$ cat config.mk
export PLATFORM = sky130hd
export DESIGN_NAME = vic_ctrl
export DESIGN_NICKNAME = d
export VERILOG_FILES = /design/src/vic_pkg.sv /design/src/vic_vec_if.sv /design/src/vic_ctrl.sv /design/src/vic_vec_mem.sv
export SDC_FILE = /design/constraint.sdc
export NUM_CORES = 2
export LEC_CHECK = 0
export ABC_AREA = 1
export BUFFER_PORTS_ARGS = -buffer_cell sky130_fd_sc_hd__buf_4
export CAP_MARGIN = 20
export CORE_UTILIZATION = 35
export CTS_BUF_LIST = sky130_fd_sc_hd__clkbuf_4 sky130_fd_sc_hd__clkbuf_8
export DETAILED_ROUTE_END_ITERATION = 8
export RECOVER_POWER = 50
export REMOVE_ABC_BUFFERS = 1
export SKIP_LAST_GASP = 1
export SLEW_MARGIN = 5
export SYNTH_ARGS = -nofsm -noshare
export SYNTH_HDL_FRONTEND = slang
export SYNTH_SLANG_ARGS = --single-unit
$ cat constraint.sdc
create_clock -name sys_clk -period 76.5 [get_ports sys_clk]
set_input_delay 19.125 -clock sys_clk [delete_from_list [all_inputs] [get_ports sys_clk]]
set_output_delay 19.125 -clock sys_clk [all_outputs]
set_load 0.02 [all_outputs]
$ cat src/vic_pkg.sv
// Overview of operation
// - Status register shows fast and normal line activity
// - Clear command clears pending bits written one
// - Set command forces pending bits written one
// - One bit per source, fixed source positions
// - Any end-of-service write ends current service
// - Spurious vector full-width read-write, resets zero
// - Normal vector read selects highest pending source
// - Normal vector read deasserts normal request line
// - Normal vector read clears edge source pending
// - Normal vector read pushes level, returns vector
// - Returned vector indexed by current source number
// - Higher priority pending source reasserts normal line
// - End-of-service pops stack, restores previous level
// - After pop, higher than restored level reasserts
// - Fast vector read clears edge source zero
// - No current interrupt returns spurious vector
// - Three-bit priority, ignored for fast source
// - Trigger type encodes level or edge polarity
// - Mask resets zero, masked sources never request
package vic_pkg;
    localparam int NSRC = 32;
    localparam int SRC_W = 5;
    localparam int PRI_W = 3;
    localparam int STK_DEPTH = 8;
    // Register byte offsets
    localparam logic [11:0] OFF_SMR_BASE = 12'h000; // Mode words 0x000..0x07c
    localparam logic [11:0] OFF_SVR_BASE = 12'h080; // Vector words 0x080..0x0fc
    localparam logic [11:0] OFF_IVR = 12'h100;
    localparam logic [11:0] OFF_FVR = 12'h104;
    localparam logic [11:0] OFF_ISR = 12'h108;
    localparam logic [11:0] OFF_IPR = 12'h10c;
    localparam logic [11:0] OFF_IMR = 12'h110;
    localparam logic [11:0] OFF_CISR = 12'h114;
    localparam logic [11:0] OFF_IECR = 12'h120;
    localparam logic [11:0] OFF_IDCR = 12'h124;
    localparam logic [11:0] OFF_ICCR = 12'h128;
    localparam logic [11:0] OFF_ISCR = 12'h12c;
    localparam logic [11:0] OFF_EOICR = 12'h130;
    localparam logic [11:0] OFF_SPU = 12'h134;
    // Field positions
    localparam int CISR_FIQ_BIT = 0;
    localparam int CISR_IRQ_BIT = 1;
    localparam int SMR_PRI_LSB = 0;
    localparam int SMR_TYPE_LSB = 5;
    localparam int FIQ_SRC = 0;
    localparam int EXT_LO = 28;
    localparam logic [31:0] SRC_USED = 32'hf000_ffff;
    localparam logic [31:0] SPU_RESET = 32'h0000_0000;
    localparam logic [31:0] ZERO32 = 32'h0000_0000;
    typedef enum logic [1:0] {
        TRG_LOW_LEVEL  = 2'h0,
        TRG_FALL_EDGE  = 2'h1,
        TRG_HIGH_LEVEL = 2'h2,
        TRG_RISE_EDGE  = 2'h3
    } vic_trig_type;
    typedef enum logic [2:0] {
        BUS_IDLE = 3'h1,
        BUS_ACK  = 3'h2,
        BUS_WAIT = 3'h4
    } vic_bus_type;
endpackage

$ cat src/vic_vec_if.sv
`timescale 1ns/100ps
// Vector memory access shared between the top and its vector store
interface vic_vec_if;
    import vic_pkg::*;
    logic              we;
    logic [SRC_W-1:0]  waddr;
    logic [31:0]       wdata;
    logic [SRC_W-1:0]  raddr;
    logic [31:0]       rdata;
    modport ctrl (output we, output waddr, output wdata, output raddr, input rdata);
    modport mem  (input we, input waddr, input wdata, input raddr, output rdata);
endinterface

$ cat src/vic_ctrl.sv
// Our own choice: register access over Wishbone.
`timescale 1ns/100ps
module vic_ctrl (
    input  wire logic                   sys_clk,
    input  wire logic                   rst,
    input  wire logic                   wb_cyc_i,
    input  wire logic                   wb_stb_i,
    input  wire logic                   wb_we_i,
    input  wire logic [11:0]            wb_adr_i,
    input  wire logic [3:0]             wb_sel_i,
    input  wire logic [31:0]            wb_dat_i,
    output logic [31:0]                 wb_dat_o,
    output logic                        wb_ack_o,
    output logic                        wb_err_o,
    input  wire logic [vic_pkg::NSRC-1:0] src_in,
    output logic                        fast_request_line_n,
    output logic                        normal_request_line_n
);
    import vic_pkg::*;

    vic_vec_if vec ();
    vic_vec_mem u_mem (.sys_clk(sys_clk), .rst(rst), .port(vec.mem));

    logic [7:0]            mode_ff [NSRC];
    logic [NSRC-1:0]       mask_ff, pend_ff, src_d_ff;
    logic [31:0]           spu_ff, rdat_ff;
    logic                  irq_ff, fiq_ff, ack_ff, err_ff;
    logic [SRC_W-1:0]      cur_ff;
    logic                  cur_valid_ff;
    logic [PRI_W-1:0]      stk_ff [STK_DEPTH];
    logic [SRC_W-1:0]      stk_src_ff [STK_DEPTH];
    logic [3:0]            sp_ff;
    vic_bus_type           bus_ff;
    logic                  use_spu_ff;

    // Word-merge under byte enables
    function automatic logic [31:0] merge(input logic [31:0] old, input logic [31:0] nw,
                                         input logic [3:0] sel);
        logic [31:0] r;
        r = old;
        for (int b = 0; b < 4; b++) begin
            if (sel[b]) r[b*8 +: 8] = nw[b*8 +: 8];
        end
        return r;
    endfunction

    function automatic logic is_edge(input logic [7:0] m);
        return m[SMR_TYPE_LSB];
    endfunction

    // Bus decode
    wire req      = wb_cyc_i & wb_stb_i & (bus_ff == BUS_IDLE);
    wire wr       = req & wb_we_i;
    wire rd       = req & ~wb_we_i;
    wire a_smr    = wb_adr_i < OFF_SVR_BASE;
    wire a_svr    = (wb_adr_i >= OFF_SVR_BASE) && (wb_adr_i < OFF_IVR);
    wire [SRC_W-1:0] a_idx = wb_adr_i[SRC_W+1:2];
    wire a_unm    = ((wb_adr_i >= 12'h118) && (wb_adr_i < OFF_IECR)) || (wb_adr_i > OFF_SPU)
                    || (wb_adr_i[1:0] != 2'h0);
    wire rd_ivr   = rd & (wb_adr_i == OFF_IVR);
    wire rd_fvr   = rd & (wb_adr_i == OFF_FVR);
    wire wr_eoi   = wr & (wb_adr_i == OFF_EOICR);
    wire [NSRC-1:0] wmask = wb_dat_i & SRC_USED;
    // Mode word after byte-enable merge; only the low byte is kept
    wire [31:0] mode_wr = merge({24'h0, mode_ff[a_idx]}, wb_dat_i, wb_sel_i);

    // Raw request per source with polarity for external inputs
    logic [NSRC-1:0] lvl, edg, raw;
    always_comb begin
        for (int i = 0; i < NSRC; i++) begin
            if (i >= EXT_LO && ~mode_ff[i][SMR_TYPE_LSB+1]) begin
                lvl[i] = ~src_in[i];
                edg[i] = src_d_ff[i] & ~src_in[i];
            end else begin
                lvl[i] = src_in[i];
                edg[i] = ~src_d_ff[i] & src_in[i];
            end
            raw[i] = is_edge(mode_ff[i]) ? edg[i] : lvl[i];
        end
    end

    // Effective pending: edge latched, level live
    logic [NSRC-1:0] eff;
    always_comb begin
        for (int i = 0; i < NSRC; i++) begin
            eff[i] = is_edge(mode_ff[i]) ? pend_ff[i] : (pend_ff[i] | lvl[i]);
        end
    end
    wire [NSRC-1:0] act = eff & mask_ff & SRC_USED;

    // Highest priority pending normal source, lowest number on a tie
    logic [SRC_W-1:0] best;
    logic [PRI_W-1:0] best_pri;
    logic             best_ok;
    always_comb begin
        best = '0;
        best_pri = '0;
        best_ok = 1'b0;
        for (int i = NSRC - 1; i >= 1; i--) begin
            if (act[i] && (!best_ok || mode_ff[i][PRI_W-1:0] >= best_pri)) begin
                best = SRC_W'(i);
                best_pri = mode_ff[i][SMR_PRI_LSB +: PRI_W];
                best_ok = 1'b1;
            end
        end
    end

    wire [PRI_W-1:0] cur_lvl = stk_ff[sp_ff[2:0] - 3'h1];
    wire in_service  = sp_ff != 4'h0;
    // Request when idle, or when strictly above current level
    wire nxt_irq = best_ok && (!in_service || best_pri > cur_lvl);
    wire nxt_fiq = act[FIQ_SRC];

    // Mode, mask, spurious and edge history
    always_ff @(posedge sys_clk) begin
        if (rst) begin
            for (int i = 0; i < NSRC; i++) mode_ff[i] <= 8'h00;
            mask_ff  <= '0;
            spu_ff   <= SPU_RESET;
            src_d_ff <= '0;
        end else begin
            src_d_ff <= src_in;
            if (wr & a_smr) mode_ff[a_idx] <= mode_wr[7:0];
            if (wr && wb_adr_i == OFF_IECR) mask_ff <= mask_ff | wmask;
            if (wr && wb_adr_i == OFF_IDCR) mask_ff <= mask_ff & ~wmask;
            if (wr && wb_adr_i == OFF_SPU) spu_ff <= merge(spu_ff, wb_dat_i, wb_sel_i);
        end
    end

    // Pending latch; a new edge wins over any clear in the same cycle
    logic [NSRC-1:0] clr;
    always_comb begin
        clr = '0;
        if (wr && wb_adr_i == OFF_ICCR) clr = wmask;
        if (rd_ivr && best_ok && is_edge(mode_ff[best])) clr[best] = 1'b1;
        if (rd_fvr && is_edge(mode_ff[FIQ_SRC])) clr[FIQ_SRC] = 1'b1;
    end
    // Edge-mode select per source; a process so mode changes are seen at once
    logic [NSRC-1:0] edg_sel;
    always_comb begin
        edg_sel = '0;
        for (int i = 0; i < NSRC; i++) edg_sel[i] = is_edge(mode_ff[i]);
    end
    wire [NSRC-1:0] setv = (raw & edg_sel) | ((wr && wb_adr_i == OFF_ISCR)
                           ? wmask : '0);

    always_ff @(posedge sys_clk) begin
        if (rst) pend_ff <= '0;
        else pend_ff <= (pend_ff & ~clr) | setv;
    end

    // Level stack: push on normal vector read, pop on end of service
    always_ff @(posedge sys_clk) begin
        if (rst) begin
            sp_ff <= 4'h0;
            cur_valid_ff <= 1'b0;
            cur_ff <= '0;
            for (int i = 0; i < STK_DEPTH; i++) begin
                stk_ff[i] <= '0;
                stk_src_ff[i] <= '0;
            end
        end else if (rd_ivr && best_ok && sp_ff < 4'(STK_DEPTH)) begin
            stk_ff[sp_ff[2:0]] <= best_pri;
            stk_src_ff[sp_ff[2:0]] <= best;
            sp_ff <= sp_ff + 4'h1;
            cur_ff <= best;
            cur_valid_ff <= 1'b1;
        end else if (wr_eoi && in_service) begin
            sp_ff <= sp_ff - 4'h1;
            cur_valid_ff <= sp_ff > 4'h1;
            cur_ff <= (sp_ff > 4'h1) ? stk_src_ff[sp_ff[2:0] - 3'h2] : '0;
        end
    end

    // Request lines: normal line drops on vector read, else follows arbitration
    always_ff @(posedge sys_clk) begin
        if (rst) begin
            irq_ff <= 1'b0;
            fiq_ff <= 1'b0;
        end else begin
            irq_ff <= rd_ivr ? 1'b0 : nxt_irq;
            fiq_ff <= nxt_fiq & ~(rd_fvr & is_edge(mode_ff[FIQ_SRC]));
        end
    end
    assign normal_request_line_n = ~irq_ff;
    assign fast_request_line_n   = ~fiq_ff;

    // Vector store ports
    assign vec.we    = wr & a_svr;
    assign vec.waddr = a_idx;
    assign vec.wdata = wb_dat_i;
    assign vec.raddr = rd_ivr ? best : (rd_fvr ? SRC_W'(FIQ_SRC) : a_idx);

    // Bus sequencer: read data settles one cycle after the memory read
    always_ff @(posedge sys_clk) begin
        if (rst) begin
            bus_ff <= BUS_IDLE;
            ack_ff <= 1'b0;
            err_ff <= 1'b0;
            rdat_ff <= ZERO32;
            use_spu_ff <= 1'b0;
        end else begin
            case (bus_ff)
                BUS_IDLE: begin
                    if (req) begin
                        bus_ff <= BUS_WAIT;
                        use_spu_ff <= rd_ivr & ~best_ok;
                        rdat_ff <= (wb_adr_i == OFF_ISR) ? {27'h0, cur_ff}
                                 : (wb_adr_i == OFF_IPR) ? (eff & SRC_USED)
                                 : (wb_adr_i == OFF_IMR) ? mask_ff
                                 : (wb_adr_i == OFF_CISR) ? {30'h0, irq_ff, fiq_ff}
                                 : (wb_adr_i == OFF_SPU) ? spu_ff
                                 : a_smr ? {24'h0, mode_ff[a_idx]} : ZERO32;
                        err_ff <= a_unm;
                    end
                end
                BUS_WAIT: begin
                    bus_ff <= BUS_ACK;
                    ack_ff <= 1'b1;
                end
                BUS_ACK: begin
                    bus_ff <= BUS_IDLE;
                    ack_ff <= 1'b0;
                    err_ff <= 1'b0;
                end
                default: bus_ff <= BUS_IDLE;
            endcase
        end
    end

    // Late mux picks memory data for vector reads
    logic is_vec_ff;
    always_ff @(posedge sys_clk) begin
        if (rst) is_vec_ff <= 1'b0;
        else if (req) is_vec_ff <= rd & (a_svr | wb_adr_i == OFF_IVR | wb_adr_i == OFF_FVR);
    end
    always_ff @(posedge sys_clk) begin
        if (rst) wb_dat_o <= ZERO32;
        else if (bus_ff == BUS_WAIT)
            wb_dat_o <= use_spu_ff ? spu_ff : (is_vec_ff ? vec.rdata : rdat_ff);
    end
    assign wb_ack_o = ack_ff & ~err_ff;
    assign wb_err_o = ack_ff & err_ff;

    // Masked fast source may never raise the fast request line
    masked_fiq_a: assert property (@(posedge sys_clk) disable iff (rst)
        !mask_ff[FIQ_SRC] |=> !fiq_ff) else $error("masked fast source requested");
    ivr_drop_a: assert property (@(posedge sys_clk) disable iff (rst)
        rd_ivr |=> !irq_ff) else $error("normal line held after vector read");
    push_depth_a: assert property (@(posedge sys_clk) disable iff (rst)
        rd_ivr && best_ok && sp_ff < 4'h8 |=> sp_ff == $past(sp_ff) + 4'h1)
        else $error("stack not pushed");
    pop_depth_a: assert property (@(posedge sys_clk) disable iff (rst)
        wr_eoi && in_service && !rd_ivr |=> sp_ff == $past(sp_ff) - 4'h1)
        else $error("stack not popped");
    enable_cmd_a: assert property (@(posedge sys_clk) disable iff (rst)
        wr && wb_adr_i == OFF_IECR |=> (mask_ff & $past(wmask)) == $past(wmask))
        else $error("enable lost");
    disable_cmd_a: assert property (@(posedge sys_clk) disable iff (rst)
        wr && wb_adr_i == OFF_IDCR |=> (mask_ff & $past(wmask)) == '0)
        else $error("disable lost");
    set_cmd_a: assert property (@(posedge sys_clk) disable iff (rst)
        wr && wb_adr_i == OFF_ISCR |=> (pend_ff & $past(wmask)) == $past(wmask))
        else $error("set lost");
    status_lines_a: assert property (@(posedge sys_clk) disable iff (rst)
        rd && wb_adr_i == OFF_CISR |=> rdat_ff[CISR_IRQ_BIT] == $past(irq_ff)
        && rdat_ff[CISR_FIQ_BIT] == $past(fiq_ff)) else $error("line status mismatch");
    nest_req_a: assert property (@(posedge sys_clk) disable iff (rst)
        nxt_irq && !rd_ivr |=> irq_ff) else $error("nesting request lost");
endmodule

$ cat src/vic_vec_mem.sv
`timescale 1ns/100ps
// Per-source vector store, registered read data
module vic_vec_mem (
    input  wire logic  sys_clk,
    input  wire logic  rst,
    vic_vec_if.mem     port
);
    import vic_pkg::*;
    logic [31:0] mem_ff [NSRC];

    // Write port, vectors reset to zero
    always_ff @(posedge sys_clk) begin
        if (rst) begin
            for (int i = 0; i < NSRC; i++) begin
                mem_ff[i] <= ZERO32;
            end
        end else if (port.we) begin
            mem_ff[port.waddr] <= port.wdata;
        end
    end

    // Read data out of a register, one cycle after the address
    always_ff @(posedge sys_clk) begin
        if (rst) begin
            port.rdata <= ZERO32;
        end else begin
            port.rdata <= mem_ff[port.raddr];
        end
    end
endmodule
==> metrics.yaml <==
clk_latency_ps: 1020
top_layer: "met5"
cp-endpoint: "u_mem.port.rdata[0]"
rr_worst_depth: 186
pre_cts_ws_ps: 32100
core_area_um2: 208000
dieArea_um2: 212000
fin_crit_sh: 0.571
cp-end-kind: "flip-flop"
final_nets: 8095
numPortBuffers: 108
outcome: "complete, but fails checks"
power_frac_seq: 0.511
synthCells: 7992
grt_max_degree: 199
die_y_um: 460
dieWidth_um: 460
total_power_mw: 1.86
synth-edff-count: 1344
yosys_warnings: 0
clk_path_buf_depth: 4
drv_cap: 50
cp.arrival_ps: 44550
regToRegEndpoint: "u_mem.port.rdata[0]"
finalHoldViolations: 0
drive_gt1_frac: 0.0913
first_pass_iters: 8
drcViolationCount: 0
numCtsBuffers: 281
grt_antenna_before_repair: 4
cts_setup_buffers: 0
clkSinkCount: 1550
fmax_ghz: 0.0229
wirelength_met1_mm: 99.2
drtAntennaViolNets: 0
clockPowerShare: 0.413
net-switching-power_mw: 0.464
cts-resized-gates: 0
area_delta_synth_final_pct: 10.6
synth_flop_cell: "edfxtp_1"
overflow: 0
tns_ps: 0
wire_per_inst_um: 22.7
avgSynthCellArea_um2: 9.19
cp_slowest_cell: "buf_4"
hold_slack_ps: 464
startpoint: "src_in[31]"
via_per_inst: 5.33
dp_hpwl_mm: 149
p_comb_frac: 0.076
met3WireLength_mm: 25.4
p_leak_nw: 31.9
r2r_setup_slack_ps: 50690
min_period_ps: 43680
drt_iter0_markers: 6766
ir_worst_vdd_v: 0.0000190
syn-cell-area_um2: 73500
rsz0062_at_grt: "no"
setup_violations: 0
slowest_delay_ps: 820
timing_max_transition_violations_final: 1783
slew_headroom: -1.27
cts_hold_buf: 0
path_clk_slew_ps: 60
clock_skew_ps: 99.4
crit_top_cell: "nand2_1"
yosysUniqueCellTypes: 59
worstMarginPinSlew_ps: 3410
grt_util_all_layers: 0.229
cp_max_fo: 78
drt_wl_total_mm: 248
violations: "capacitance limit, slew limit"
async_flop_share: 0
intPower_mw: 1.40
start_util: 0.353
synth_seq_cells: 1550
worstPathRequired_ps: 77370
pwr_density_cell_nw_per_um2: 22.9
route.met2.wl_mm: 109
ioPinCount: 121
crit_type: "in -> reg"
yosysSeqAreaShare: 0.605
setup_ws_ps: 32820
cts_tree: "built"
swShare: 0.249
hold_path_class: "reg -> reg"
cts-root-buf: "clkbuf_8"
grt_pass1_wl_mm: 359
cts_max_level: 5
gp_congestion: 0.929
row_count: 167
critPathLaunchType: "primary input"
reg2reg_from: "mode_ff[31][6]"
grt_pass1_vias: 54800
vias: 58200
## critical path, delay by kind of cell
family                   cells  cell delay (ps)
adder cells (fa/ha/maj)     18             5250
buffers and inverters       30             4110
AO/OA/AOI/OAI               39             5760
AND/OR/NAND/NOR            100            10000
## synthesized netlist by cell type, drive strengths merged, types with 13 or more instances
library cell | count | area (µm²)
o32ai | 17 | 149
clkinv | 14 | 53.8
clkbuf | 352 | 1330
inv | 683 | 2570
edfxtp | 1344 | 40400
nand3b | 33 | 248
a21boi | 15 | 113
ha | 53 | 663
nor3 | 18 | 90.1
nor4 | 19 | 119
dfxtp | 206 | 4120
nor2 | 1630 | 6150
o22ai | 27 | 169
o221ai | 22 | 193
a21oi | 362 | 1840
nand2 | 1615 | 6270
buf | 227 | 1520
a31oi | 47 | 294
o21ai | 444 | 2230
a22oi | 53 | 398
a221oi | 24 | 210
nand3 | 635 | 3220
o211ai | 97 | 728
nand4 | 13 | 87.6
## area by class of cell
| class | count | area [µm²] |
|---|---|---|
| inverters | 697 | 2630 |
| flip-flops and latches | 1550 | 44500 |
| multi-input cells | 5164 | 23600 |
| diodes | 3 | 7.51 |
| repair buffers | 263 | 1710 |
| clock buffers | 410 | 4990 |
| well taps | 2788 | 3490 |
| fillers | 20700 | 127000 |
| clock inverters | 53 | 323 |
## cell usage in the layout, fill, tap and decap left out, types with 24 or more instances in the layout
master       n
clkbuf_4   104
buf_4      169
a22oi_1     53
o211ai_1    97
clkbuf_1    88
nand2_1   1557
o21ai_1    181
a221oi_1    24
nand2_2     48
o22ai_1     26
a21oi_1    357
nand3b_1    33
inv_1      656
dfxtp_1    205
clkinv_1    49
nand3_1    626
edfxtp_1  1344
ha_1        53
clkbuf_8   306
a31oi_1     47
nor2_1    1620
o21ai_0    252
## per-layer routing
| metal | vias to the layer above | global-route usage |
|---|---|---|
| li1 | 26600 | - |
| met1 | 28100 | 0.304 |
| met2 | 2961 | 0.347 |
| met3 | 571 | 0.0493 |
| met4 | 4 | 0.126 |
| met5 | - | 0 |
## per-stage QoR
step / instance area (µm²) / util / cells
6_report: 81300 / 0.391 / 10900
5_1_grt: 81300 / 0.391 / 10900
4_1_cts: 81600 / 0.392 / 10900
3_5_place_dp: 76300 / 0.367 / 10500
3_3_place_gp: 76300 / 0.367 / 10500
2_1_floorplan: 70600 / - / 7411
## cell families (layout without fill, tap and decap cells)
family	count (synthesis)	in the layout	share of synthesized area
buf+inv	1278	1423	0.0746
fa+ha+maj	53	53	0.00903
other cells	0	3	0
flops	1550	1550	0.605
compound gates	1134	1134	0.0893
simple gates	3973	3973	0.221
xor+xnor	4	4	0.000477
## state kept, by name, summed over array words and instances, names as in the netlist, 3 cells and up, named ones only
name,count
wb_dat_o,32
stk_src_ff,40
cur_ff,5
stk_ff,24
u_mem.mem_ff,1024
u_mem.port.rdata,32
rdat_ff,32
sp_ff,4
spu_ff,32
pend_ff,20
src_d_ff,20
bus_ff,3
mode_ff,256
## power groups by stage
stage	clock network, mW	registers (mW)	logic, mW
floorplan	0	0.967	0.0778
global placement	0	0.968	0.139
detailed placement	0	0.969	0.140
CTS	0.776	0.952	0.140
global route	0.812	0.954	0.151
finish	0.769	0.952	0.142
## how the worst min path moves through the flow
stage	startpoint	end	slack, ps	cells past startpoint
floorplan	rdat_ff[2]	rdat_ff[2]	440	2
global placement	spu_ff[26]	spu_ff[26]	450	2
detailed placement	rdat_ff[24]	rdat_ff[24]	460	2
CTS	spu_ff[22]	spu_ff[22]	460	2
global route	rdat_ff[29]	rdat_ff[29]	480	2
finish	rdat_ff[29]	rdat_ff[29]	460	2
No activity file was read; power rests on OpenSTA's default activity.
